$ cat config.mk
export PLATFORM = sky130hd
export DESIGN_NAME = clock_source_startup_control
export DESIGN_NICKNAME = d
export VERILOG_FILES = /design/src/clock_ctrl_pkg.sv /design/src/clock_source_startup_control.sv
export VERILOG_INCLUDE_DIRS = /design/src
export SDC_FILE = /design/constraint.sdc
export NUM_CORES = 1
export LEC_CHECK = 0
export ABC_AREA = 1
export BUFFER_PORTS_ARGS = -buffer_cell sky130_fd_sc_hd__buf_4
export CELL_PAD_IN_SITES_DETAIL_PLACEMENT = 0
export CELL_PAD_IN_SITES_GLOBAL_PLACEMENT = 1
export CORE_ASPECT_RATIO = 0.8
export CORE_MARGIN = 2
export CORE_UTILIZATION = 38
export CTS_CLUSTER_DIAMETER = 30
export CTS_CLUSTER_SIZE = 16
export DETAILED_ROUTE_END_ITERATION = 8
export PLACE_DENSITY_LB_ADDON = 0.1
export SLEW_MARGIN = 0
export SYNTH_ARGS = -nofsm -noshare
export SYNTH_HDL_FRONTEND = slang
export SYNTH_SLANG_ARGS = --single-unit
$ cat constraint.sdc
create_clock -name clk -period 1.7 [get_ports clk]
set_input_delay 0.425 -clock clk [delete_from_list [all_inputs] [get_ports clk]]
set_output_delay 0.425 -clock clk [all_outputs]
set_load 0.03 [all_outputs]
$ cat src/clock_ctrl_defines.svh
// Timing counts, codes and reset values of the clock start-up control
`ifndef CLOCK_CTRL_DEFINES_SVH
`define CLOCK_CTRL_DEFINES_SVH
`define CKS_EXT        4'h0
`define CKS_RC4        4'h2
`define CKS_RC8        4'h4
`define CKS_WDOSC      4'h6
`define SUT_NONE       2'h0
`define SUT_SHORT      2'h1
`define SUT_LONG       2'h2
`define SUT_RSVD       2'h3
`define DEF_CLOCK_SOURCE_SELECT      4'h4
`define DEF_SUT        2'h2
`define DEF_DIV8       1'b0
`define RC_WAKE_CK     16'h0006
`define XTAL_WAKE_CK   16'h4000
`define RESET_CK       16'h000e
`define TOUT_SHORT_WD  16'h0200
`define TOUT_LONG_WD   16'h2000
`define DIV8_RATIO     4'h8
`endif

$ cat src/clock_ctrl_pkg.sv
// Types shared by the clock start-up control
package clock_ctrl_pkg;
	typedef enum logic [2:0] {
		SRC_EXT, SRC_RC4, SRC_RC8, SRC_WDOSC, SRC_XTAL, SRC_RSVD
	} source_e;
	typedef struct packed {
		logic [3:0] clock_source_select;
		logic [1:0] startup_time_select;
		logic       divide_by_eight_fuse;
	} fuses_s;
	typedef struct packed {
		logic core_clock;
		logic peripheral_clock;
		logic program_memory_clock;
	} clk_en_s;
	typedef enum logic [1:0] {SLP_ACTIVE, SLP_IDLE, SLP_PDOWN, SLP_STBY}
		sleep_t;
endpackage

$ cat src/clock_source_startup_control.sv
// Clock source decode, start-up timing, prescale and clock gate enables
`include "clock_ctrl_defines.svh"
module clock_source_startup_control
	import clock_ctrl_pkg::*;
#(
	parameter logic [15:0] TOUT_LONG  = `TOUT_LONG_WD,
	parameter logic [15:0] TOUT_SHORT = `TOUT_SHORT_WD
) (
	input  wire logic   clk,
	input  wire logic   reset,
	input  wire logic   clk_en,
	input  wire fuses_s fuse_raw,
	input  wire logic   fuse_valid,
	input  wire logic   wdosc_tick,
	input  wire logic   sleep_req,
	input  wire sleep_t sleep_mode,
	input  wire logic   wake_event,
	input  wire logic   async_int_pin,
	input  wire logic   usi_start_pin,
	output logic        core_run,
	output clk_en_s     gate_en,
	output logic        presc_tick,
	output source_e     source,
	output logic        source_reserved,
	output logic        async_wake,
	output logic        startup_busy
);

	// ************************************
	// Functions
	// ************************************
	function automatic source_e decode_src(input logic [3:0] sel);
		if (sel[3])
			decode_src = SRC_XTAL;
		else if (sel == `CKS_EXT)
			decode_src = SRC_EXT;
		else if (sel == `CKS_RC4)
			decode_src = SRC_RC4;
		else if (sel == `CKS_RC8)
			decode_src = SRC_RC8;
		else if (sel == `CKS_WDOSC)
			decode_src = SRC_WDOSC;
		else
			decode_src = SRC_RSVD;
	endfunction

	// ************************************
	// Start-up sequencer
	// ************************************
	typedef enum {ST_FUSE, ST_RSTCK, ST_TOUT, ST_RUN, ST_SLEEP, ST_WAKE,
		ST_HALT} state_e;

	state_e      state_r, state_nxt;
	fuses_s      fuse_r, fuse_nxt;
	logic [15:0] cnt_r, cnt_nxt;
	logic [2:0]  div_r, div_nxt;
	logic        run_r, run_nxt;
	clk_en_s     gate_r, gate_nxt;
	logic        tick_r, tick_nxt;
	logic        awake_r, awake_nxt;
	source_e     src_r, src_nxt;
	logic        rsv_r, rsv_nxt;
	logic        busy_r, busy_nxt;
	logic [1:0]  sut_code;
	fuses_s      fuse_prog;
	source_e     src_dec;
	logic        is_rc;

	// Fuses arrive active low; store them as programmed=1
	assign fuse_prog = ~fuse_raw;
	// Select and start-up codes are written as raw fuse levels
	assign src_dec   = decode_src(fuse_raw.clock_source_select);
	assign sut_code  = ~fuse_r.startup_time_select;
	assign is_rc     = (src_r == SRC_RC4) || (src_r == SRC_RC8);

	always_comb begin
		state_nxt = state_r;
		fuse_nxt  = fuse_r;
		cnt_nxt   = cnt_r;
		src_nxt   = src_r;
		rsv_nxt   = rsv_r;
		awake_nxt = 1'b0;
		case (state_r)
			ST_FUSE: begin
				if (fuse_valid) begin
					fuse_nxt  = fuse_prog;
					src_nxt   = src_dec;
					rsv_nxt   = (src_dec == SRC_RSVD);
					cnt_nxt   = `RESET_CK;
					state_nxt = ST_RSTCK;
				end
			end
			ST_RSTCK: begin
				if (cnt_r > 16'h0001)
					cnt_nxt = cnt_r - 16'h0001;
				else if (sut_code == `SUT_NONE)
					state_nxt = rsv_r ? ST_HALT : ST_RUN;
				else if (sut_code == `SUT_RSVD && is_rc)
					state_nxt = ST_HALT;
				else begin
					// Long or short time-out on watchdog oscillator
					cnt_nxt = (sut_code == `SUT_LONG)
						? TOUT_LONG : TOUT_SHORT;
					state_nxt = ST_TOUT;
				end
			end
			ST_TOUT: begin
				if (wdosc_tick) begin
					if (cnt_r > 16'h0001)
						cnt_nxt = cnt_r - 16'h0001;
					else
						state_nxt = rsv_r ? ST_HALT : ST_RUN;
				end
			end
			ST_RUN: begin
				if (sleep_req && sleep_mode != SLP_ACTIVE)
					state_nxt = ST_SLEEP;
			end
			ST_SLEEP: begin
				// pins seen raw, no peripheral clock needed
				if (wake_event || async_int_pin || usi_start_pin) begin
					awake_nxt = 1'b1;
					if (sleep_mode == SLP_IDLE) begin
						state_nxt = ST_RUN;
					end else begin
						cnt_nxt = is_rc ? `RC_WAKE_CK : `XTAL_WAKE_CK;
						state_nxt = ST_WAKE;
					end
				end
			end
			ST_WAKE: begin
				if (cnt_r > 16'h0001)
					cnt_nxt = cnt_r - 16'h0001;
				else
					state_nxt = ST_RUN;
			end
			ST_HALT: state_nxt = ST_HALT;
			default: state_nxt = ST_FUSE;
		endcase
	end

	// ************************************
	// Prescaler and clock gate enables
	// ************************************
	always_comb begin
		div_nxt = div_r + 3'h1;
		// Unprogrammed fuse or non-RC source: tick every cycle; programmed with RC source: one in eight
		if (fuse_r.divide_by_eight_fuse && is_rc)
			tick_nxt = (div_r == 3'(`DIV8_RATIO - 4'h1));
		else
			tick_nxt = 1'b1;
		run_nxt = (state_nxt == ST_RUN);
		gate_nxt.core_clock = run_nxt;
		gate_nxt.program_memory_clock = run_nxt;
		// Peripheral clock stays up in idle only
		gate_nxt.peripheral_clock = run_nxt ||
			(state_nxt == ST_SLEEP && sleep_mode == SLP_IDLE);
		busy_nxt = (state_nxt != ST_RUN) && (state_nxt != ST_SLEEP);
	end

	// Enables only change on clk edges, so gated clocks lose no pulse
	always_ff @(posedge clk) begin
		if (reset) begin
			state_r <= ST_FUSE;
			fuse_r  <= fuses_s'(~{`DEF_CLOCK_SOURCE_SELECT, `DEF_SUT, `DEF_DIV8});
			cnt_r   <= 16'h0000;
			div_r   <= 3'h0;
			run_r   <= 1'b0;
			gate_r  <= '0;
			tick_r  <= 1'b0;
			awake_r <= 1'b0;
			src_r   <= SRC_RC8;
			rsv_r   <= 1'b0;
			busy_r  <= 1'b1;
		end else if (clk_en) begin
			state_r <= state_nxt;
			fuse_r  <= fuse_nxt;
			cnt_r   <= cnt_nxt;
			div_r   <= div_nxt;
			run_r   <= run_nxt;
			gate_r  <= gate_nxt;
			tick_r  <= tick_nxt && run_nxt;
			awake_r <= awake_nxt;
			src_r   <= src_nxt;
			rsv_r   <= rsv_nxt;
			busy_r  <= busy_nxt;
		end
	end

	assign core_run        = run_r;
	assign gate_en         = gate_r;
	assign presc_tick      = tick_r;
	assign source          = src_r;
	assign source_reserved = rsv_r;
	assign async_wake      = awake_r;
	assign startup_busy    = busy_r;

	// ************************************
	// Assertions
	// ************************************
	property p_core_gate;
		@(posedge clk) disable iff (reset)
		gate_en.core_clock == core_run;
	endproperty
	a_core_gate: assert property (p_core_gate)
		else $error("core gate differs from run");

	property p_flash_core;
		@(posedge clk) disable iff (reset)
		gate_en.program_memory_clock == gate_en.core_clock;
	endproperty
	a_flash_core: assert property (p_flash_core)
		else $error("program memory clock not with core");

	property p_periph_run;
		@(posedge clk) disable iff (reset)
		core_run |-> gate_en.peripheral_clock;
	endproperty
	a_periph_run: assert property (p_periph_run)
		else $error("peripheral clock off while running");

	property p_pdown_off;
		@(posedge clk) disable iff (reset)
		(state_r == ST_SLEEP && sleep_mode == SLP_PDOWN) |->
			!gate_en.peripheral_clock;
	endproperty
	a_pdown_off: assert property (p_pdown_off)
		else $error("peripheral clock on in power-down");

	property p_rc_wake;
		@(posedge clk) disable iff (reset || !clk_en)
		(state_r == ST_SLEEP && state_nxt == ST_WAKE && is_rc) |=>
			!core_run [*6] ##1 core_run;
	endproperty
	a_rc_wake: assert property (p_rc_wake)
		else $error("RC wake count not six cycles");

	property p_rst_ck;
		@(posedge clk) disable iff (reset || !clk_en)
		(state_r == ST_FUSE && fuse_valid) |=> !core_run [*8];
	endproperty
	a_rst_ck: assert property (p_rst_ck)
		else $error("ran before reset delay");

	property p_tout_load;
		@(posedge clk) disable iff (reset)
		(state_r == ST_RSTCK && state_nxt == ST_TOUT && clk_en) |=>
			(cnt_r == TOUT_LONG || cnt_r == TOUT_SHORT);
	endproperty
	a_tout_load: assert property (p_tout_load)
		else $error("bad time-out load");

	property p_fuse_inv;
		@(posedge clk) disable iff (reset || !clk_en)
		(state_r == ST_FUSE && fuse_valid) |=>
			fuse_r == ~$past(fuse_raw);
	endproperty
	a_fuse_inv: assert property (p_fuse_inv)
		else $error("fuse polarity wrong");

	property p_div8;
		@(posedge clk) disable iff (reset || !clk_en)
		(presc_tick && fuse_r.divide_by_eight_fuse && is_rc && core_run
			&& $stable(state_r)) |=> !presc_tick;
	endproperty
	a_div8: assert property (p_div8)
		else $error("divide by eight ticks too often");

	property p_async_wake;
		@(posedge clk) disable iff (reset)
		(state_r == ST_SLEEP && clk_en &&
			(wake_event || async_int_pin || usi_start_pin)) |=> async_wake;
	endproperty
	a_async_wake: assert property (p_async_wake)
		else $error("wake pin not seen in sleep");

	property p_halt;
		@(posedge clk) disable iff (reset)
		(state_r == ST_HALT) |-> (!core_run && startup_busy);
	endproperty
	a_halt: assert property (p_halt)
		else $error("core released from reserved setting");

	property p_busy_run;
		@(posedge clk) disable iff (reset)
		core_run |-> !startup_busy;
	endproperty
	a_busy_run: assert property (p_busy_run)
		else $error("core runs during start-up");

	c_boot: cover property (@(posedge clk) $rose(core_run));
	c_sleep: cover property (@(posedge clk) state_r == ST_SLEEP);
	c_wake: cover property (@(posedge clk) state_r == ST_WAKE);
	c_halt: cover property (@(posedge clk) state_r == ST_HALT);

endmodule // clock_source_startup_control

Yosys cells after proc, flatten, opt, wreduce, memory -nomap -nowiden. Cells that the tools add are included.

Output and inout bits: 11. Word-level logic and storage cells: 91. Flip-flop bits (word level): 63.

Reduce and logical (&&, ||, !) cells: 17. Muxes and demuxes: 31. Order comparisons: 1. Add/sub/neg operators: 2. Bitwise logic cells: 2. Equality and inequality tests: 26.

Operators with widths (number): $mux W32 (7); $pmux W32 S7 (1); $eq A32 B3 Y1 const B (4); $mux W16 (8); $pmux W16 S5 (1); $eq A32 B2 Y1 const B (2); $eq A32 B1 Y1 const B (1); $eq A32 B4 Y1 const B (1); $logic_not A32 Y1 (1); $ne A32 B3 Y1 const B (1); $ne A32 B4 Y1 const B (1); $mux W3 (9); $gt A16 B1 Y1 const B (1); $sub A16 B1 Y16 const B (1); $mux W15 (1); $mux W14 (1); $eq A4 B3 Y1 const B (2); $ne A2 B2 Y1 const B (4); $reduce_and A8 Y1 (1); $eq A3 B3 Y1 const B (2); $logic_and A1 B1 Y1 (6); $ne A3 B3 Y1 const B (2); $reduce_bool A5 Y1 (1); $eq A2 B2 Y1 const B (2); other kinds (13) (18).

Depth between registers and ports, before layout.
Depth after elaboration: 10. Mapped depth: 17. Depth with buffers taken out: 17.

Worst setup path before layout. No wires, ideal clock.

Kind: flip-flop to flip-flop. From: reg src_r[0], in the netlist source[0]. To: reg cnt_r[3]. Clock period less this slack: 1.829 ns. Stages on the path, launching flop included: 13. Setup time: 0.115 ns. Path slack: -0.129 ns. Data arrival time: 1.715 ns. Required time: 1.585 ns. Buffers on the path: 1. Path through: dfxtp_1 > nor2_1 > nor2_1 > nand2_1 > o21ai_0 > nand2_2 > a21oi_1 > nor2_1 > nand2_4 > inv_4 > buf_8 > o21ai_1 > nor2_1.

Cells in the longest elaborated chain, start to end: 5.

RTL lines: start: declaration (RTL line clock_source_startup_control.sv:61) `source_e src_r, src_nxt;`; start signal: assignment (RTL line clock_source_startup_control.sv:184) `src_r <= src_nxt;`; $eq A3 B1 Y1 / $eq A3 B2 Y1 (equally long branches) (RTL line clock_source_startup_control.sv:74) `assign is_rc = (src_r == SRC_RC4) || (src_r == SRC_RC8);`; $logic_or A1 B1 Y1 * (RTL line clock_source_startup_control.sv:74); $logic_and A1 B1 Y1 * (RTL line clock_source_startup_control.sv:98) `` else if (sut_code == `SUT_RSVD && is_rc) ``; $ne A3 B3 Y1 (no source line) *; $reduce_and A8 Y1 (no source line) *; end signal: assignment (RTL line clock_source_startup_control.sv:178) `cnt_r <= cnt_nxt;`; end: declaration (RTL line clock_source_startup_control.sv:55) `logic [15:0] cnt_r, cnt_nxt;`.

Every way passes the cells marked *; elsewhere a longest branch is shown, timed or not. A chain may end at the register's enable or synchronous reset.

Worst setup path in the final report.
From: reg state_r[21]. To: reg cnt_r[10].

Cells in the longest elaborated chain, start to end: 3.

RTL lines: start: declaration (RTL line clock_source_startup_control.sv:53) `state_e state_r, state_nxt;`; start signal: assignment (RTL line clock_source_startup_control.sv:176) `state_r <= state_nxt;`; $eq A32 B1 Y1 (tied with other cells) (RTL line clock_source_startup_control.sv:83) `case (state_r)`; $ne A3 B3 Y1 (no source line) (tied with other cells); $reduce_and A8 Y1 (no source line).

Several ways; a longest one is shown, not always the timed one.

==> out/metrics.cfg <==
[place]
place_ws_ns = -0.3218
place_area_sq_mm = 0.004586
hpwl_um = 7559
io_buffers = 28
gp_congestion = 0.9847

[yosys]
yosys-top-cells-area = dfxtp_1 37%, nand2_1 14%, nor2_1 12%, inv_1 6.6%, nand3_1 4.2%
yosys.cell_types.count = 38
mappedNetlistNets = 554
synthAdderAreaFrac_pct = 1.460
synth_xor_xnor_area_share_pct = 1.533
netlist_area_sq_mm = 0.003428
yosys.area_share.simple_pct = 40.55
synthFlopType = dfxtp_1
synth_top_family_by_area = simple AND/OR/NAND/NOR gates
synth_cells = 532
postSynthAreaPerCell_sq_um = 6.444
synth.area.mux_share_pct = 0
synth.top_cells.by_count = 124 x nand2_1, 114 x nor2_1, 63 x dfxtp_1, 60 x inv_1, 29 x nand3_1
ys_seq_area_share_pct = 36.79
synth-compound-area-share_pct = 10.04
yosysTopAreaCellShare_pct = 36.79
synth_most_common_cell = nand2_1
synth_area_leader_cell = dfxtp_1
synth_edf_count = 0
ys_ff_latch = 63
async_flop_share_pct = 0
yosys_warnings = 0

[die]
die-width_um = 110.2
design.die.area_sq_mm = 0.009802
rows = 30
core_sq_mm = 0.008633
die_y_um = 88.96
io_pins = 29
start_util_pct = 39.71

[sta]
finalSetupViolations = 26
fin_ws_ns = -0.2395
setup_tns_ns = -4.098
fin_skew_ns = 0.007409
period_share_pct = 114.1
slew-limit-headroom_pct = 73.15
grt_setup_unrepaired = true
fmax_ghz = 0.5156
tightest_slew_ns = 0.3997
slew_viol_final = 0
period_minus_slack_ns = 1.940
hold_viol_final = 0

[route]
via_per_inst = 4.783
ant_nets = 0
first_pass_iters = 4
finalWirelength_um = 10470
drc_errors = 0
vias = 3826
wl_per_cell_um = 13.09
drt_iter0_markers = 232

[critical_path]
crit_path_end_kind = register
crit_required_ns = 1.92
critPathKind = reg -> reg
critPathSlowestCell = dfxtp_2
critPathLaunch = state_r[21]$_SDFFE_PP0P_
timing.rr.start = state_r[21]$_SDFFE_PP0P_
crit_chain = nor2_4 -> nand3_2 -> nor2_4 -> nand2_4 -> buf_12 -> nor2_4 -> nand2_2 -> o211ai_1 -> nor2_4 -> nand2_4 -> inv_6 -> buf_12 -> nand2_1 -> nand2_1 -> nand2_1 -> nor2_1
cp_common_cell = nor2_4
ff2ff_path_depth = 16
slowest_delay_ns = 0.33
start_kind = register
cp_max_fo = 8
reg2reg_to = cnt_r[10]$_SDFFE_PP0P_
rrSetupSlack_ns = -0.24
cp.arrival_ns = 2.16

[grt]
gr-total-overflow = 0
grt_start_max_net_pins = 33
grt_pass1_wl_um = 16750
first_global_vias = 3407
antenna_found_initial = 0
grt_use_total_pct = 22.44

[pwr]
power.density_mw_per_mm2 = 1080
p_leak_nw = 2.592
peakVddDrop_mv = 0.7626

[flow_run]
drv_cap = 0

[cells_and_area]
fillers = 806
syn_to_final_growth_pct = 59.67
num-nets-final = 705
diodes = 0
stdcell_area_sq_mm = 0.005474
drive_gt1_share_pct = 46.95

[outcome]
outcome = finished, violations left
violations = setup timing

[clock_network]
cts_inserted_buffers = 9
cts_tree = built
clkTransAtPathRegs_ns = 0.05
h-tree-depth = 3
insertion_delay_ns = 0.33
clock_sinks = 63
clockBufferDepth = 2
cts_root_buf = clkbuf_16

[min_path]
worstHoldStart = fuse_raw[2]
whs_endpoint = fuse_r[2]$_SDFFE_PP0P_
hold_class = in -> reg
hold_depth = 2

## report_power, final
group          switching [mW]  internal [mW]
Clock                   0.697          0.993
Sequential             0.0769           1.58
Combinational            1.38           1.19
## how the worst max path moves through the flow
| stage | end | slack (ns) | cells after the start |
|---|---|---|---|
| 5_1_grt | cnt_r[12]$_SDFFE_PP0P_ | -0.37 | 16 |
| 3_5_place_dp | cnt_r[15]$_SDFFE_PP0P_ | -0.32 | 13 |
| 4_1_cts | cnt_r[11]$_SDFFE_PP0P_ | -0.19 | 16 |
| 6_report | cnt_r[10]$_SDFFE_PP0P_ | -0.24 | 16 |
| 3_3_place_gp | cnt_r[7]$_SDFFE_PP0P_ | -0.43 | 14 |
| 2_1_floorplan | cnt_r[13]$_SDFFE_PP0P_ | -0.03 | 13 |
## state kept, by name, indices dropped and copies added, names as in the netlist
name	flops
cnt_r	16
startup_busy	1
presc_tick	1
source_reserved	1
source	3
div_r	3
fuse_r	3
state_r	32
async_wake	1
gate_en	2
## layout make-up
| type | instances | area [sq um] | area share (%) |
|---|---|---|---|
| Multi-Input combinational cell | 390 | 2290 | 41.83 |
| Sequential cell | 63 | 1291 | 23.59 |
| Tap cell | 112 | 140.1 | 2.560 |
| Timing Repair Buffer | 155 | 1225 | 22.38 |
| Clock inverter | 6 | 43.79 | 0.8000 |
| Inverter | 64 | 255.2 | 4.663 |
| Clock buffer | 10 | 229.0 | 4.183 |
## per-stage QoR
step / total power, mW / std cells / util, % / hold slack, ns
2_1_floorplan: 2.852 / 532 / - / 0.4190
3_3_place_gp: 3.847 / 767 / 53.12 / 0.4257
3_5_place_dp: 3.855 / 767 / 53.12 / 0.4287
4_1_cts: 5.764 / 793 / 59.17 / 0.2715
5_1_grt: 6.256 / 800 / 63.41 / 0.2802
6_report: 5.912 / 800 / 63.41 / 0.2747
## cell usage in the layout, fill, tap and decap left out, types with 4 or more instances in the layout
master / netlist / final
nand2_1: 124 / 94
nor2_2: 6 / 28
nor2_4: 4 / 23
inv_2: 2 / 11
dfxtp_1: 63 / 45
nor2_1: 114 / 73
o21ai_2: 0 / 4
dfxtp_2: 0 / 15
a21oi_1: 19 / 15
nand3_2: 5 / 13
nor3_1: 20 / 18
xnor2_1: 4 / 4
nand2_4: 1 / 10
buf_6: 1 / 7
clkbuf_16: 0 / 9
buf_4: 2 / 144
nand3_1: 29 / 20
o21ai_1: 3 / 4
nand4_1: 10 / 10
o21ai_0: 21 / 16
a21oi_2: 0 / 4
inv_4: 1 / 4
nand2_2: 4 / 26
inv_1: 60 / 47
## routing by layer
layer	GRT usage, %	wire [um]	up-vias	part of all wire [%]
li1	-	-	1990	-
met1	34.31	5530	1730	53
met2	30.79	4226	98	40
met3	5.248	588	8	5.6
met4	6.932	129	0	1.2
met5	0	0	-	0
## what timing repair did
action,in CTS,in global routing
gates cloned,1,1
hold buffers,0,0
gates resized for setup,61,100
pin swaps,22,42
setup buffers,10,7
setup endpoints to repair,30,30
## critical path, delay by kind of cell, from the launching register on
kind	cells	cell delay [ns]
AND/OR/NAND/NOR	12	1.01
flip-flops	1	0.33
buffers and inverters	3	0.33
AO/OA/AOI/OAI	1	0.15
## kinds of logic (layout without fill, tap and decap cells)
group / count (synthesis) / in the layout
adder cells (fa/ha/maj): 4 / 4
flip-flops: 63 / 63
AND/OR/NAND/NOR: 320 / 321
XOR/XNOR: 6 / 6
AO/OA/AOI/OAI: 59 / 59
buffers and inverters: 80 / 235
(Power assumes the default switching activity.)
